[config.mk]
export PLATFORM = sky130hd
export DESIGN_NAME = dsr_setup_regs
export DESIGN_NICKNAME = d
export VERILOG_FILES = /design/src/core/dsr_pkg.sv /design/src/core/dsr_wqueue.sv /design/src/core/dsr_setup_regs.sv
export VERILOG_INCLUDE_DIRS = /design/src /design/src/core
export SDC_FILE = /design/constraint.sdc
export NUM_CORES = 2
export LEC_CHECK = 0
export ABC_CLOCK_PERIOD_IN_PS = 4900
export BUFFER_PORTS_ARGS = -buffer_cell sky130_fd_sc_hd__buf_2
export CORE_ASPECT_RATIO = 0.6
export CORE_MARGIN = 4
export CORE_UTILIZATION = 55
export DETAILED_ROUTE_END_ITERATION = 6
export PLACE_DENSITY_LB_ADDON = 0.08
export SETUP_SLACK_MARGIN = 0.4
export SKIP_CTS_REPAIR_TIMING = 1
export SLEW_MARGIN = 15
export SYNTH_ARGS = -nofsm -noshare
export SYNTH_HDL_FRONTEND = slang
export SYNTH_HIERARCHICAL = 1
export SYNTH_SLANG_ARGS = --single-unit
export TNS_END_PERCENT = 30
[constraint.sdc]
create_clock -name MCLK -period 4.9 [get_ports MCLK]
set_input_delay 0.98 -clock MCLK [delete_from_list [all_inputs] [get_ports MCLK]]
set_output_delay 0.98 -clock MCLK [all_outputs]
set_load 0.03 [all_outputs]
[src/core/dsr_consts.svh]
/*
  Register offsets, field positions, reset values and counts of the drawing
  engine setup register bank. Assumes inclusion by bare name from core/.
*/
`ifndef DSR_CONSTS_SVH
`define DSR_CONSTS_SVH

`define DSR_OFF_DRAW_CTRL 14'h1C00
`define DSR_OFF_MEM_SETUP 14'h1C04
`define DSR_OFF_FG_COLOR 14'h1C24
`define DSR_OFF_DRAW_COUNT 14'h1C5C
`define DSR_OFF_X_BOUNDS 14'h1C84
`define DSR_OFF_LEFT_X 14'h1CA8
`define DSR_OFF_RIGHT_X 14'h1CAC
`define DSR_OFF_QSTATUS 14'h1E10
`define DSR_OFF_INT_CLEAR 14'h1E18
`define DSR_OFF_INT_ENABLE 14'h1E1C

`define DSR_CTL_PATTERN 29
`define DSR_CTL_TRANSC 30
`define DSR_CTL_BLTMOD_HI 28
`define DSR_CTL_BLTMOD_LO 25
`define DSR_CTL_ATYPE_HI 6
`define DSR_CTL_ATYPE_LO 4
`define DSR_CTL_OPCOD_HI 3
`define DSR_CTL_OPCOD_LO 0
`define DSR_OPCOD_BITBLT 4'h8
`define DSR_BLTMOD_COLOR 4'h2
`define DSR_ATYPE_BLOCK 3'h4

`define DSR_MA_MEMRESET 15
`define DSR_MA_NODITHER 30
`define DSR_MA_FMT555 31
`define DSR_PW_8 2'h0
`define DSR_PW_16 2'h1
`define DSR_PW_32 2'h2
`define DSR_PW_24 2'h3

`define DSR_QS_FULL 8
`define DSR_QS_EMPTY 9
`define DSR_INT_PICK 2
`define DSR_INT_VLINE 5
`define DSR_INT_EXT 6

`define DSR_Q_DEPTH 32
`define DSR_Q_CW 6
`define DSR_RETRY_LIMIT 16
`define DSR_RESET_WORD 32'h0000_0000

`endif

[src/core/dsr_pkg.sv]
/*
  Types of the drawing engine setup register bank.
  Assumes the constants header sits beside it.
*/
package dsr_pkg;

  typedef struct packed {
    logic wr;
    logic [13:0] addr;
    logic [3:0] be;
    logic [31:0] wdata;
  } dsr_hreq_type;

  typedef struct packed {
    logic [13:0] addr;
    logic [31:0] data;
  } dsr_qent_type;

  typedef struct packed {
    logic pattern_en;
    logic bg_transparent;
    logic fast_clip;
    logic [3:0] opcode;
    logic [3:0] blt_mode;
    logic [2:0] access_type;
    logic [1:0] pix_size;
    logic dither_en;
    logic format_555;
    logic [15:0] draw_count;
    logic [15:0] left_x;
    logic [15:0] right_x;
    logic [31:0] expand_color;
    logic [7:0] alpha;
  } dsr_cfg_type;

  typedef enum logic [1:0] {HS_IDLE, HS_ANSWER, HS_RELEASE} dsr_hst_type;

endpackage

[src/core/dsr_wqueue.sv]
/*
  Host write queue: a flushable FIFO that reports its free locations.
  Assumes one clock and a synchronous active-low reset.
*/
`timescale 1ns/100ps
`include "dsr_consts.svh"
module dsr_wqueue #(
  parameter int WIDTH = 46,
  parameter int DEPTH = `DSR_Q_DEPTH,
  parameter int CW = `DSR_Q_CW
) (
  input wire logic clk,
  input wire logic rst_n,
  input wire logic flush,
  input wire logic in_valid,
  output logic in_ready,
  input wire logic [WIDTH-1:0] in_data,
  output logic out_valid,
  input wire logic out_ready,
  output logic [WIDTH-1:0] out_data,
  output logic [CW-1:0] free
);
  localparam int AW = $clog2(DEPTH);
  logic [WIDTH-1:0] mem_q [DEPTH];
  logic [AW-1:0] wp_q;
  logic [AW-1:0] rp_q;
  logic [CW-1:0] used_q;
  logic push;
  logic pop;

  assign in_ready = used_q != CW'(DEPTH);
  assign out_valid = used_q != '0;
  assign out_data = mem_q[rp_q];
  assign free = CW'(DEPTH) - used_q;
  assign push = in_valid && in_ready;
  assign pop = out_valid && out_ready;

  always_ff @(posedge clk) begin
    if (push) begin
      mem_q[wp_q] <= in_data;
    end
  end

  // A flush drops every entry, so the free count returns to the full depth.
  always_ff @(posedge clk) begin
    if (!rst_n || flush) begin
      wp_q <= '0;
      rp_q <= '0;
      used_q <= '0;
    end else begin
      if (push) begin
        wp_q <= AW'(wp_q + 1'b1);
      end
      if (pop) begin
        rp_q <= AW'(rp_q + 1'b1);
      end
      used_q <= CW'(used_q + CW'(push) - CW'(pop));
    end
  end

  a_flush_count: assert property (@(posedge clk) disable iff (!rst_n)
    flush |=> free == CW'(DEPTH)) else $error("queue not emptied by flush");
  a_empty_msb: assert property (@(posedge clk) disable iff (!rst_n)
    (!out_valid) == free[CW-1]) else $error("empty flag differs from count msb");
endmodule

[src/core/dsr_setup_regs.sv]
/*
  Setup register bank of the drawing engine: queued drawing registers,
  queue status, interrupt clear and enable, and the pci interrupt pin.
  Assumes a host-cycle port already decoded from pci memory cycles, an
  engine that drains the queue on the same clock, and asynchronous
  pick and external interrupt pins.
*/
// What this block does
// - Patterning bit enables patterning for block transfers.
// - Background transparency bit makes background pixels transparent when set.
// - Screen copy with colour source format turns on fast clipping.
// - Foreground colour feeds expansion; top byte dropped at 24 bpp unless block.
// - Shading alpha comes from the foreground colour top bits at 32 bpp and 5:5:5 16 bpp; zero otherwise.
// - Free slot count reports free queue places; reset flushes to 32.
// - Full flag when queue full; empty flag equals count bit 5.
// - Writes into a full queue get retries until space or limit.
// - Queue status is sampled at read start and held for the read.
// - Bounds pair write loads left from low and right from high half.
// - Left edge is a signed 16-bit value, updated by left edge scan.
// - Right edge is updated by right edge scan, static for transfers.
// - Writing one to clear bits 2 or 5 drops pick or vline pending.
// - Vline enable raises an interrupt when line counter meets target.
// - External enable lets the external input drive the interrupt pin.
// - Draw count is 16-bit unsigned pixel or line count.
// - Pixel size 00, 01, 10, 11 select 8, 16, 32, 24 bpp.
// - Memory reset bit makes exactly one frame memory reset cycle.
// - Dither off bit clear enables dithering, set disables it.
// - Format bit picks 5:6:5 or 5:5:5 for 16 bpp.
`timescale 1ns/100ps
`include "dsr_consts.svh"
module dsr_setup_regs #(
  parameter int RETRY_LIMIT = `DSR_RETRY_LIMIT
) (
  input wire logic MCLK,
  input wire logic NRST,
  input wire logic SOFT_RESET,
  input wire logic HOST_REQ,
  input dsr_pkg::dsr_hreq_type HOST_CMD,
  output logic HOST_ACK,
  output logic HOST_RETRY,
  output logic HOST_ABORT,
  output logic [31:0] HOST_RDATA,
  input wire logic ENG_READY,
  input wire logic ENG_XLEFT_WE,
  input wire logic [15:0] ENG_XLEFT,
  input wire logic ENG_XRIGHT_WE,
  input wire logic [15:0] ENG_XRIGHT,
  input wire logic PICK_EVENT,
  input wire logic EXT_INT,
  input wire logic [11:0] VLINE_COUNT,
  input wire logic [11:0] VLINE_TARGET,
  output dsr_pkg::dsr_cfg_type ENG_CFG,
  output logic MEM_RESET_PULSE,
  output logic PCI_INTA_N
);
  import dsr_pkg::*;

  dsr_hst_type state_q;
  dsr_hreq_type req_q;
  logic [31:0] rdata_q;
  logic [7:0] retry_cnt_q;
  logic [31:0] ctl_q;
  logic [31:0] macc_q;
  logic [31:0] foreground_color_q;
  logic [15:0] len_q;
  logic [15:0] left_q;
  logic [15:0] right_q;
  logic [2:0] ien_q;
  logic pick_pend_q;
  logic vline_pend_q;
  logic memrst_q;
  logic inta_q;
  logic [2:0] pick_sync_q;
  logic [1:0] ext_sync_q;
  logic vmatch_q;
  logic queued_reg;
  logic q_push;
  logic q_ready;
  logic q_valid;
  logic q_pop;
  logic [5:0] q_free;
  dsr_qent_type q_in;
  dsr_qent_type q_out;
  logic answering;
  logic wr_direct;
  logic pick_set;
  logic vline_set;
  logic pick_clr;
  logic vline_clr;
  logic vmatch;
  logic limit_hit;
  logic [31:0] stat_word;
  logic [31:0] ien_word;

  assign queued_reg = req_q.addr == `DSR_OFF_DRAW_CTRL
                   || req_q.addr == `DSR_OFF_MEM_SETUP
                   || req_q.addr == `DSR_OFF_FG_COLOR
                   || req_q.addr == `DSR_OFF_DRAW_COUNT
                   || req_q.addr == `DSR_OFF_X_BOUNDS
                   || req_q.addr == `DSR_OFF_LEFT_X
                   || req_q.addr == `DSR_OFF_RIGHT_X;
  assign answering = state_q == HS_ANSWER;
  assign limit_hit = retry_cnt_q >= 8'(RETRY_LIMIT);
  assign q_push = answering && req_q.wr && queued_reg && q_ready;
  assign wr_direct = answering && req_q.wr && req_q.be[0];
  assign q_in = '{addr: req_q.addr, data: req_q.wdata};
  assign q_pop = q_valid && ENG_READY;

  // Only queued writes wait on space; reads and direct registers never retry.
  assign HOST_RETRY = answering && req_q.wr && queued_reg && !q_ready && !limit_hit;
  assign HOST_ABORT = answering && req_q.wr && queued_reg && !q_ready && limit_hit;
  assign HOST_ACK = answering && !(req_q.wr && queued_reg && !q_ready);
  assign HOST_RDATA = rdata_q;

  dsr_wqueue #(
    .WIDTH($bits(dsr_qent_type)),
    .DEPTH(`DSR_Q_DEPTH),
    .CW(`DSR_Q_CW)
  ) u_queue (
    .clk(MCLK),
    .rst_n(NRST),
    .flush(SOFT_RESET),
    .in_valid(q_push),
    .in_ready(q_ready),
    .in_data(q_in),
    .out_valid(q_valid),
    .out_ready(ENG_READY),
    .out_data(q_out),
    .free(q_free)
  );

  always_comb begin
    stat_word = '0;
    stat_word[5:0] = q_free;
    stat_word[`DSR_QS_FULL] = !q_ready;
    stat_word[`DSR_QS_EMPTY] = q_free[5];
    ien_word = '0;
    ien_word[`DSR_INT_PICK] = ien_q[0];
    ien_word[`DSR_INT_VLINE] = ien_q[1];
    ien_word[`DSR_INT_EXT] = ien_q[2];
  end

  always_ff @(posedge MCLK) begin
    if (!NRST) begin
      state_q <= HS_IDLE;
    end else begin
      unique case (state_q)
        HS_IDLE: begin
          if (HOST_REQ) begin
            state_q <= HS_ANSWER;
          end
        end
        HS_ANSWER: begin
          state_q <= HS_RELEASE;
        end
        HS_RELEASE: begin
          if (!HOST_REQ) begin
            state_q <= HS_IDLE;
          end
        end
      endcase
    end
  end

  // The status word is caught once as the cycle opens, so a queue that
  // drains mid-read never tears the value the host sees.
  always_ff @(posedge MCLK) begin
    if (!NRST) begin
      req_q <= '0;
      rdata_q <= `DSR_RESET_WORD;
    end else if (state_q == HS_IDLE && HOST_REQ) begin
      req_q <= HOST_CMD;
      if (HOST_CMD.wr) begin
        rdata_q <= `DSR_RESET_WORD;
      end else if (HOST_CMD.addr == `DSR_OFF_QSTATUS) begin
        rdata_q <= stat_word;
      end else if (HOST_CMD.addr == `DSR_OFF_INT_ENABLE) begin
        rdata_q <= ien_word;
      end else begin
        rdata_q <= `DSR_RESET_WORD;
      end
    end
  end

  // A stuck engine would retry forever; past the limit the write is aborted.
  always_ff @(posedge MCLK) begin
    if (!NRST || SOFT_RESET) begin
      retry_cnt_q <= '0;
    end else if (HOST_RETRY) begin
      retry_cnt_q <= 8'(retry_cnt_q + 1'b1);
    end else if (HOST_ABORT || q_push) begin
      retry_cnt_q <= '0;
    end
  end

  always_ff @(posedge MCLK) begin
    if (!NRST) begin
      ctl_q <= `DSR_RESET_WORD;
      macc_q <= `DSR_RESET_WORD;
      foreground_color_q <= `DSR_RESET_WORD;
      len_q <= '0;
    end else if (q_pop) begin
      unique case (q_out.addr)
        `DSR_OFF_DRAW_CTRL: ctl_q <= q_out.data;
        `DSR_OFF_MEM_SETUP: macc_q <= q_out.data;
        `DSR_OFF_FG_COLOR: foreground_color_q <= q_out.data;
        `DSR_OFF_DRAW_COUNT: len_q <= q_out.data[15:0];
        default: len_q <= len_q;
      endcase
    end
  end

  // Host loads win over an engine scan update in the same cycle.
  always_ff @(posedge MCLK) begin
    if (!NRST) begin
      left_q <= '0;
    end else if (q_pop && (q_out.addr == `DSR_OFF_X_BOUNDS || q_out.addr == `DSR_OFF_LEFT_X)) begin
      left_q <= q_out.data[15:0];
    end else if (ENG_XLEFT_WE) begin
      left_q <= ENG_XLEFT;
    end
  end

  always_ff @(posedge MCLK) begin
    if (!NRST) begin
      right_q <= '0;
    end else if (q_pop && q_out.addr == `DSR_OFF_X_BOUNDS) begin
      right_q <= q_out.data[31:16];
    end else if (q_pop && q_out.addr == `DSR_OFF_RIGHT_X) begin
      right_q <= q_out.data[15:0];
    end else if (ENG_XRIGHT_WE) begin
      right_q <= ENG_XRIGHT;
    end
  end

  // One pulse per accepted setup word with the bit set, never a level.
  always_ff @(posedge MCLK) begin
    if (!NRST) begin
      memrst_q <= 1'b0;
    end else begin
      memrst_q <= q_pop && q_out.addr == `DSR_OFF_MEM_SETUP && q_out.data[`DSR_MA_MEMRESET];
    end
  end
  assign MEM_RESET_PULSE = memrst_q;

  always_ff @(posedge MCLK) begin
    if (!NRST) begin
      ENG_CFG <= '0;
    end else begin
      ENG_CFG.pattern_en <= ctl_q[`DSR_CTL_PATTERN];
      ENG_CFG.bg_transparent <= ctl_q[`DSR_CTL_TRANSC];
      ENG_CFG.opcode <= ctl_q[`DSR_CTL_OPCOD_HI:`DSR_CTL_OPCOD_LO];
      ENG_CFG.blt_mode <= ctl_q[`DSR_CTL_BLTMOD_HI:`DSR_CTL_BLTMOD_LO];
      ENG_CFG.access_type <= ctl_q[`DSR_CTL_ATYPE_HI:`DSR_CTL_ATYPE_LO];
      ENG_CFG.fast_clip <= ctl_q[`DSR_CTL_OPCOD_HI:`DSR_CTL_OPCOD_LO] == `DSR_OPCOD_BITBLT
        && ctl_q[`DSR_CTL_BLTMOD_HI:`DSR_CTL_BLTMOD_LO] == `DSR_BLTMOD_COLOR;
      ENG_CFG.pix_size <= macc_q[1:0];
      ENG_CFG.dither_en <= !macc_q[`DSR_MA_NODITHER];
      ENG_CFG.format_555 <= macc_q[`DSR_MA_FMT555];
      ENG_CFG.draw_count <= len_q;
      ENG_CFG.left_x <= left_q;
      ENG_CFG.right_x <= right_q;
      // One process drives the whole carrier; at 24 bpp the unused top byte is masked unless the access type is block.
      if (macc_q[1:0] == `DSR_PW_24 && ctl_q[`DSR_CTL_ATYPE_HI:`DSR_CTL_ATYPE_LO] != `DSR_ATYPE_BLOCK) begin
        ENG_CFG.expand_color <= {8'h00, foreground_color_q[23:0]};
      end else begin
        ENG_CFG.expand_color <= foreground_color_q;
      end
      if (macc_q[1:0] == `DSR_PW_32) begin
        ENG_CFG.alpha <= foreground_color_q[31:24];
      end else if (macc_q[1:0] == `DSR_PW_16 && macc_q[`DSR_MA_FMT555]) begin
        ENG_CFG.alpha <= {foreground_color_q[31], 7'h00};
      end else begin
        ENG_CFG.alpha <= 8'h00;
      end
    end
  end

  always_ff @(posedge MCLK) begin
    if (!NRST) begin
      ien_q <= '0;
    end else if (wr_direct && req_q.addr == `DSR_OFF_INT_ENABLE) begin
      ien_q <= {req_q.wdata[`DSR_INT_EXT], req_q.wdata[`DSR_INT_VLINE], req_q.wdata[`DSR_INT_PICK]};
    end
  end

  always_ff @(posedge MCLK) begin
    if (!NRST) begin
      pick_sync_q <= '0;
      ext_sync_q <= '0;
      vmatch_q <= 1'b0;
    end else begin
      pick_sync_q <= {pick_sync_q[1:0], PICK_EVENT};
      ext_sync_q <= {ext_sync_q[0], EXT_INT};
      vmatch_q <= vmatch;
    end
  end

  assign vmatch = VLINE_COUNT == VLINE_TARGET;
  assign pick_set = pick_sync_q[1] && !pick_sync_q[2];
  assign vline_set = vmatch && !vmatch_q;
  assign pick_clr = wr_direct && req_q.addr == `DSR_OFF_INT_CLEAR && req_q.wdata[`DSR_INT_PICK];
  assign vline_clr = wr_direct && req_q.addr == `DSR_OFF_INT_CLEAR && req_q.wdata[`DSR_INT_VLINE];

  // A new event in the clearing cycle keeps its flag set.
  always_ff @(posedge MCLK) begin
    if (!NRST) begin
      pick_pend_q <= 1'b0;
    end else if (pick_set) begin
      pick_pend_q <= 1'b1;
    end else if (pick_clr) begin
      pick_pend_q <= 1'b0;
    end
  end

  always_ff @(posedge MCLK) begin
    if (!NRST) begin
      vline_pend_q <= 1'b0;
    end else if (vline_set) begin
      vline_pend_q <= 1'b1;
    end else if (vline_clr) begin
      vline_pend_q <= 1'b0;
    end
  end

  always_ff @(posedge MCLK) begin
    if (!NRST) begin
      inta_q <= 1'b0;
    end else begin
      inta_q <= (pick_pend_q && ien_q[0])
             || (vline_pend_q && ien_q[1])
             || (ext_sync_q[1] && ien_q[2]);
    end
  end
  assign PCI_INTA_N = !inta_q;

  a_retry_when_full: assert property (@(posedge MCLK) disable iff (!NRST)
    answering && req_q.wr && queued_reg && q_free == 6'h00 && retry_cnt_q < 8'(RETRY_LIMIT)
    |-> HOST_RETRY && !HOST_ACK && !HOST_ABORT && !q_push) else $error("full queue write not retried");
  a_status_held: assert property (@(posedge MCLK) disable iff (!NRST)
    state_q == HS_RELEASE |-> $stable(HOST_RDATA)) else $error("read data moved in cycle");
  a_status_sample: assert property (@(posedge MCLK) disable iff (!NRST)
    state_q == HS_IDLE && HOST_REQ && !HOST_CMD.wr && HOST_CMD.addr == `DSR_OFF_QSTATUS
    |=> HOST_RDATA == {22'h0, $past(q_free[5]), $past(q_free) == 6'h00, 2'h0, $past(q_free)})
    else $error("status not sampled at read start");
  a_bounds_load: assert property (@(posedge MCLK) disable iff (!NRST)
    q_pop && q_out.addr == `DSR_OFF_X_BOUNDS |=> right_q == $past(q_out.data[31:16])
    && left_q == $past(q_out.data[15:0])) else $error("bounds pair split wrong");
  a_memrst_single: assert property (@(posedge MCLK) disable iff (!NRST)
    MEM_RESET_PULSE |=> !MEM_RESET_PULSE || $past(q_pop) && $past(q_out.data[`DSR_MA_MEMRESET]))
    else $error("memory reset longer than one write");
  a_pick_set_wins: assert property (@(posedge MCLK) disable iff (!NRST)
    pick_set |=> pick_pend_q) else $error("pick event lost");
  a_pick_clear: assert property (@(posedge MCLK) disable iff (!NRST)
    pick_clr && !pick_set |=> !pick_pend_q) else $error("pick pending not cleared");
  a_irq_pin: assert property (@(posedge MCLK) disable iff (!NRST)
    pick_pend_q && ien_q[0] |=> !PCI_INTA_N) else $error("enabled pick not on pin");
  a_irq_quiet: assert property (@(posedge MCLK) disable iff (!NRST)
    ien_q == 3'h0 |=> PCI_INTA_N) else $error("pin asserted with no enable");
  a_fast_clip: assert property (@(posedge MCLK) disable iff (!NRST)
    ENG_CFG.fast_clip == (ENG_CFG.opcode == `DSR_OPCOD_BITBLT && ENG_CFG.blt_mode == `DSR_BLTMOD_COLOR))
    else $error("fast clip not tied to color blit");
  a_mask_24bpp: assert property (@(posedge MCLK) disable iff (!NRST)
    ENG_CFG.pix_size == `DSR_PW_24 && $stable(ENG_CFG.pix_size) && $stable(macc_q)
    && $stable(ctl_q) && ENG_CFG.access_type != `DSR_ATYPE_BLOCK
    |-> ENG_CFG.expand_color[31:24] == 8'h00) else $error("top byte used at 24 bpp");
endmodule

==> summary.md <==
| Metric | Value |
|---|---|
| Peak supply drop | `0.338 mV` |
| # IOs | `259` |
| Placed cells | `5787` |
| CTS tree | `yes` |
| Register-to-register setup slack | `0.45 ns` |
| R2R cell count | `11` |
| GR Util met3 | `5.29%` |
| Clock Path Buffers | `3` |
| Max-slew violation count | `0` |
| Synth Cell Area | `0.0679 mm²` |
| Pwr/cell area | `408 mW/mm²` |
| Vias per std cell | `6.39` |
| GRT overflow | `0` |
| Post-DP Area | `0.0721 mm²` |
| Final non-filler cell total | `6074` |
| Violation count after the first detailed-route iteration | `5014` |
| GR Util All Layers | `29.0%` |
| Hold Crit Endpoint | `pick_sync_q[0]` |
| Tcrit/Tclk final | `90.8%` |
| Die height | `280 µm` |
| Final HPWL DP | `110000 µm` |
| Busiest grt layer | `met1` |
| Avg Cell Area, Syn | `16.9 µm²` |
| Leakage power | `25.4 nW` |
| Row cnt | `99` |
| Hold Fails Final Rpt | `0` |
| Yosys warnings | `6` |
| Top cells by area, synth | `edfxtp_1 65%, dfxtp_1 9.0%, mux4_2 6.1%` |
| First-pass GRT wire length | `267000 µm` |
| Routed WL | `187000 µm` |
| FF+latch count, synth | `1776` |
| CTS root buf | `clkbuf_16` |
| Ys async rst share | `0%` |
| Hold depth | `2` |
| Final instance area | `0.0773 mm²` |
| Worst Min Path Start | `PICK_EVENT` |
| RD Place Congestion | `0.859` |
| DRC | `0` |
| RSZ-0062 raised after global routing | `yes` |
| Final setup fails | `0` |
| CTS Sinks | `1776` |
| M2 GR Usage | `41.8%` |
| Outcome | `finished clean` |
| Initial antenna violation count | `1` |
| Top_reg_cell synth | `edfxtp_1` |
| Num CTS Buffers | `157` |
| Post-synth EDFFs | `1472` |
| Clk slew on worst S/H paths | `0.07 ns` |
| Pin count of the biggest net entering global routing | `95` |
| Antenna viol nets, final | `0` |
| GRT met1 Usage | `45.2%` |
| Setup CP Type | `flip-flop to flip-flop` |
| Max-cap violations | `0` |
| Worst setup SP type | `flip-flop` |
| Synth unique cells | `72` |
| Max Clock Skew | `0.0276 ns` |
| Starting Density | `55.6%` |
| HP Class | `input pin to flip-flop` |
| Fraction of layout cells with a size suffix above 1 | `25.8%` |
| Worst-skew pair later-pin latency | `0.78 ns` |
| Share of the synthesized area in the top cell type | `65.1%` |
| Width of the die | `462 µm` |
| Critical Path RT | `5.55 ns` |
| Largest area contributor in the netlist | `edfxtp_1` |
| Tmin final | `4.45 ns` |
| Die area | `0.129 mm²` |
| PortBufs | `232` |
| Max_slew headroom | `24.2%` |
| Area Overhead vs Synth | `13.7%` |
| Core area | `0.122 mm²` |
| Ant. Diodes | `0` |
| Worst R2R End | `right_q[11]` |
| Arr. time, crit path | `5.10 ns` |
| Tightest Pin Transition | `1.14 ns` |
| Vias in the first global route | `37200` |
| Fmax | `0.225 GHz` |
| Vias | `38800` |
| Worst Setup End Kind | `flip-flop` |
| Critical Path Fanout Max | `55` |
| DR pass1 iterations | `5` |
| TNS Setup | `0 ns` |
| Sequential area share after synthesis | `74.0%` |
| H-tree depth | `4` |
| DR WL/cell | `30.9 µm` |
| Fin nets | `4469` |
| Cell count after synthesis | `4026` |
synth_stat cells (4+ instances only):
cell type     n
nor4_1        4
edfxtp_1   1472
dfxtp_1     304
buf_6        11
nand4_1      13
clkbuf_1    166
a32oi_1       4
xnor2_1      20
buf_4        26
ha_1         21
buf_2        31
o21ai_0     180
and3_1        9
a22oi_1      19
nand3b_1      4
mux2i_1      18
o22a_1       16
buf_1        38
mux4_2      184
nor2b_1      98
nand2_1     148
a211oi_1    110
a22o_1       93
inv_1        39
o22ai_1     111
nand3_1      76
a21oi_1     125
nand2b_1      4
or2_2         5
or4_1        51
nor3_1      114
nor2_1       75
and2_1       95
mux2_2      277
xor2_1        6
worst max-delay path by stage:
stage,from,end,cells after the start
floorplan,q_in[45],u_queue/mem_q[21][0],8
global placement,flip-flop,right_q[5],11
detailed placement,flip-flop,len_q[14],9
CTS,flip-flop,len_q[14],9
global route,flip-flop,right_q[15],11
finish,flip-flop,right_q[11],11
logic make-up (layout without fill, tap and decap cells):
family	count (synthesis)	after routing	synth area share (%)
DFF	1776	1776	74.0
and+or+nand+nor	730	730	5.80
AOI/OAI and AO/OA	679	679	6.42
buffers and inverters	313	723	2.06
adders and majority gates	22	22	0.416
muxes	479	479	11.0
xor gates and xnor gates	26	26	0.335
other	1	23	0.00552
layout make-up:
class / count / area, µm²
clock buffer: 215 / 4470
clock inverter: 71 / 667
fill: 8628 / 44900
inverter: 40 / 153
multi-input combinational: 1959 / 16700
sequential: 1776 / 50300
tap: 1616 / 2020
timing repair buffer: 397 / 2990
per-stage QoR:
| stage | power [mW] | hold slack (ns) | setup slack (ns) | util [%] |
|---|---|---|---|---|
| 6_report | 31.5 | 0.427 | 0.449 | 63.3 |
| 5_1_grt | 32.5 | 0.416 | 0.303 | 63.3 |
| 4_1_cts | 31.7 | 0.369 | 0.461 | 63.2 |
| 3_5_place_dp | 19.4 | 0.425 | 0.441 | 59.0 |
| 3_3_place_gp | 19.4 | 0.418 | 0.618 | 59.0 |
| 2_1_floorplan | 18.4 | 0.386 | -0.0624 | - |
where the power goes:
| group | switching, mW | internal [mW] |
|---|---|---|
| combinational | 1.41 | 0.542 |
| clock | 5.39 | 7.02 |
| sequential | 0.376 | 16.8 |
| total | 7.17 | 24.4 |
routing by layer:
layer  up-vias  routed length (µm)
met5         -                   0
met2      1938               81800
met1     20200               81400
li1      16400                   -
met4         0                5320
met3       280               18900
layout by cell type, fill, tap and decap left out, types with 119 or more instances in the layout:
cell,Yosys,final
dfxtp_1,304,294
edfxtp_1,1472,1472
buf_2,31,231
o21ai_0,180,180
mux2_2,277,277
mux4_2,184,184
buf_4,26,119
a21oi_1,125,125
clkbuf_16,0,165
nand2_1,148,146
critical path, cell delays in order, from the launching register on:
cell	delay, ns
dfxtp_4	0.87
buf_4	0.34
buf_12	0.34
mux2_2	0.22
o22ai_1	0.09
nor3_1	0.48
or4_1	0.32
nand4b_1	0.38
or4_1	0.68
buf_4	0.24
o21ai_0	0.22
o22ai_1	0.11
flip-flops by register name (all words and copies together) (netlist names), 2 cells and up, named ones only:
name	cells
ien_q	3
left_q	16
state_q	2
q_in	46
req_q	2
retry_cnt_q	8
foreground_color_q	32
macc_q	4
u_queue/wp_q	5
HOST_RDATA	9
u_queue/mem_q	1472
ENG_CFG	106
u_queue/used_q	6
ext_sync_q	2
ctl_q	13
len_q	16
right_q	16
pick_sync_q	3
u_queue/rp_q	5
No activity file was read; power rests on OpenSTA's default activity.
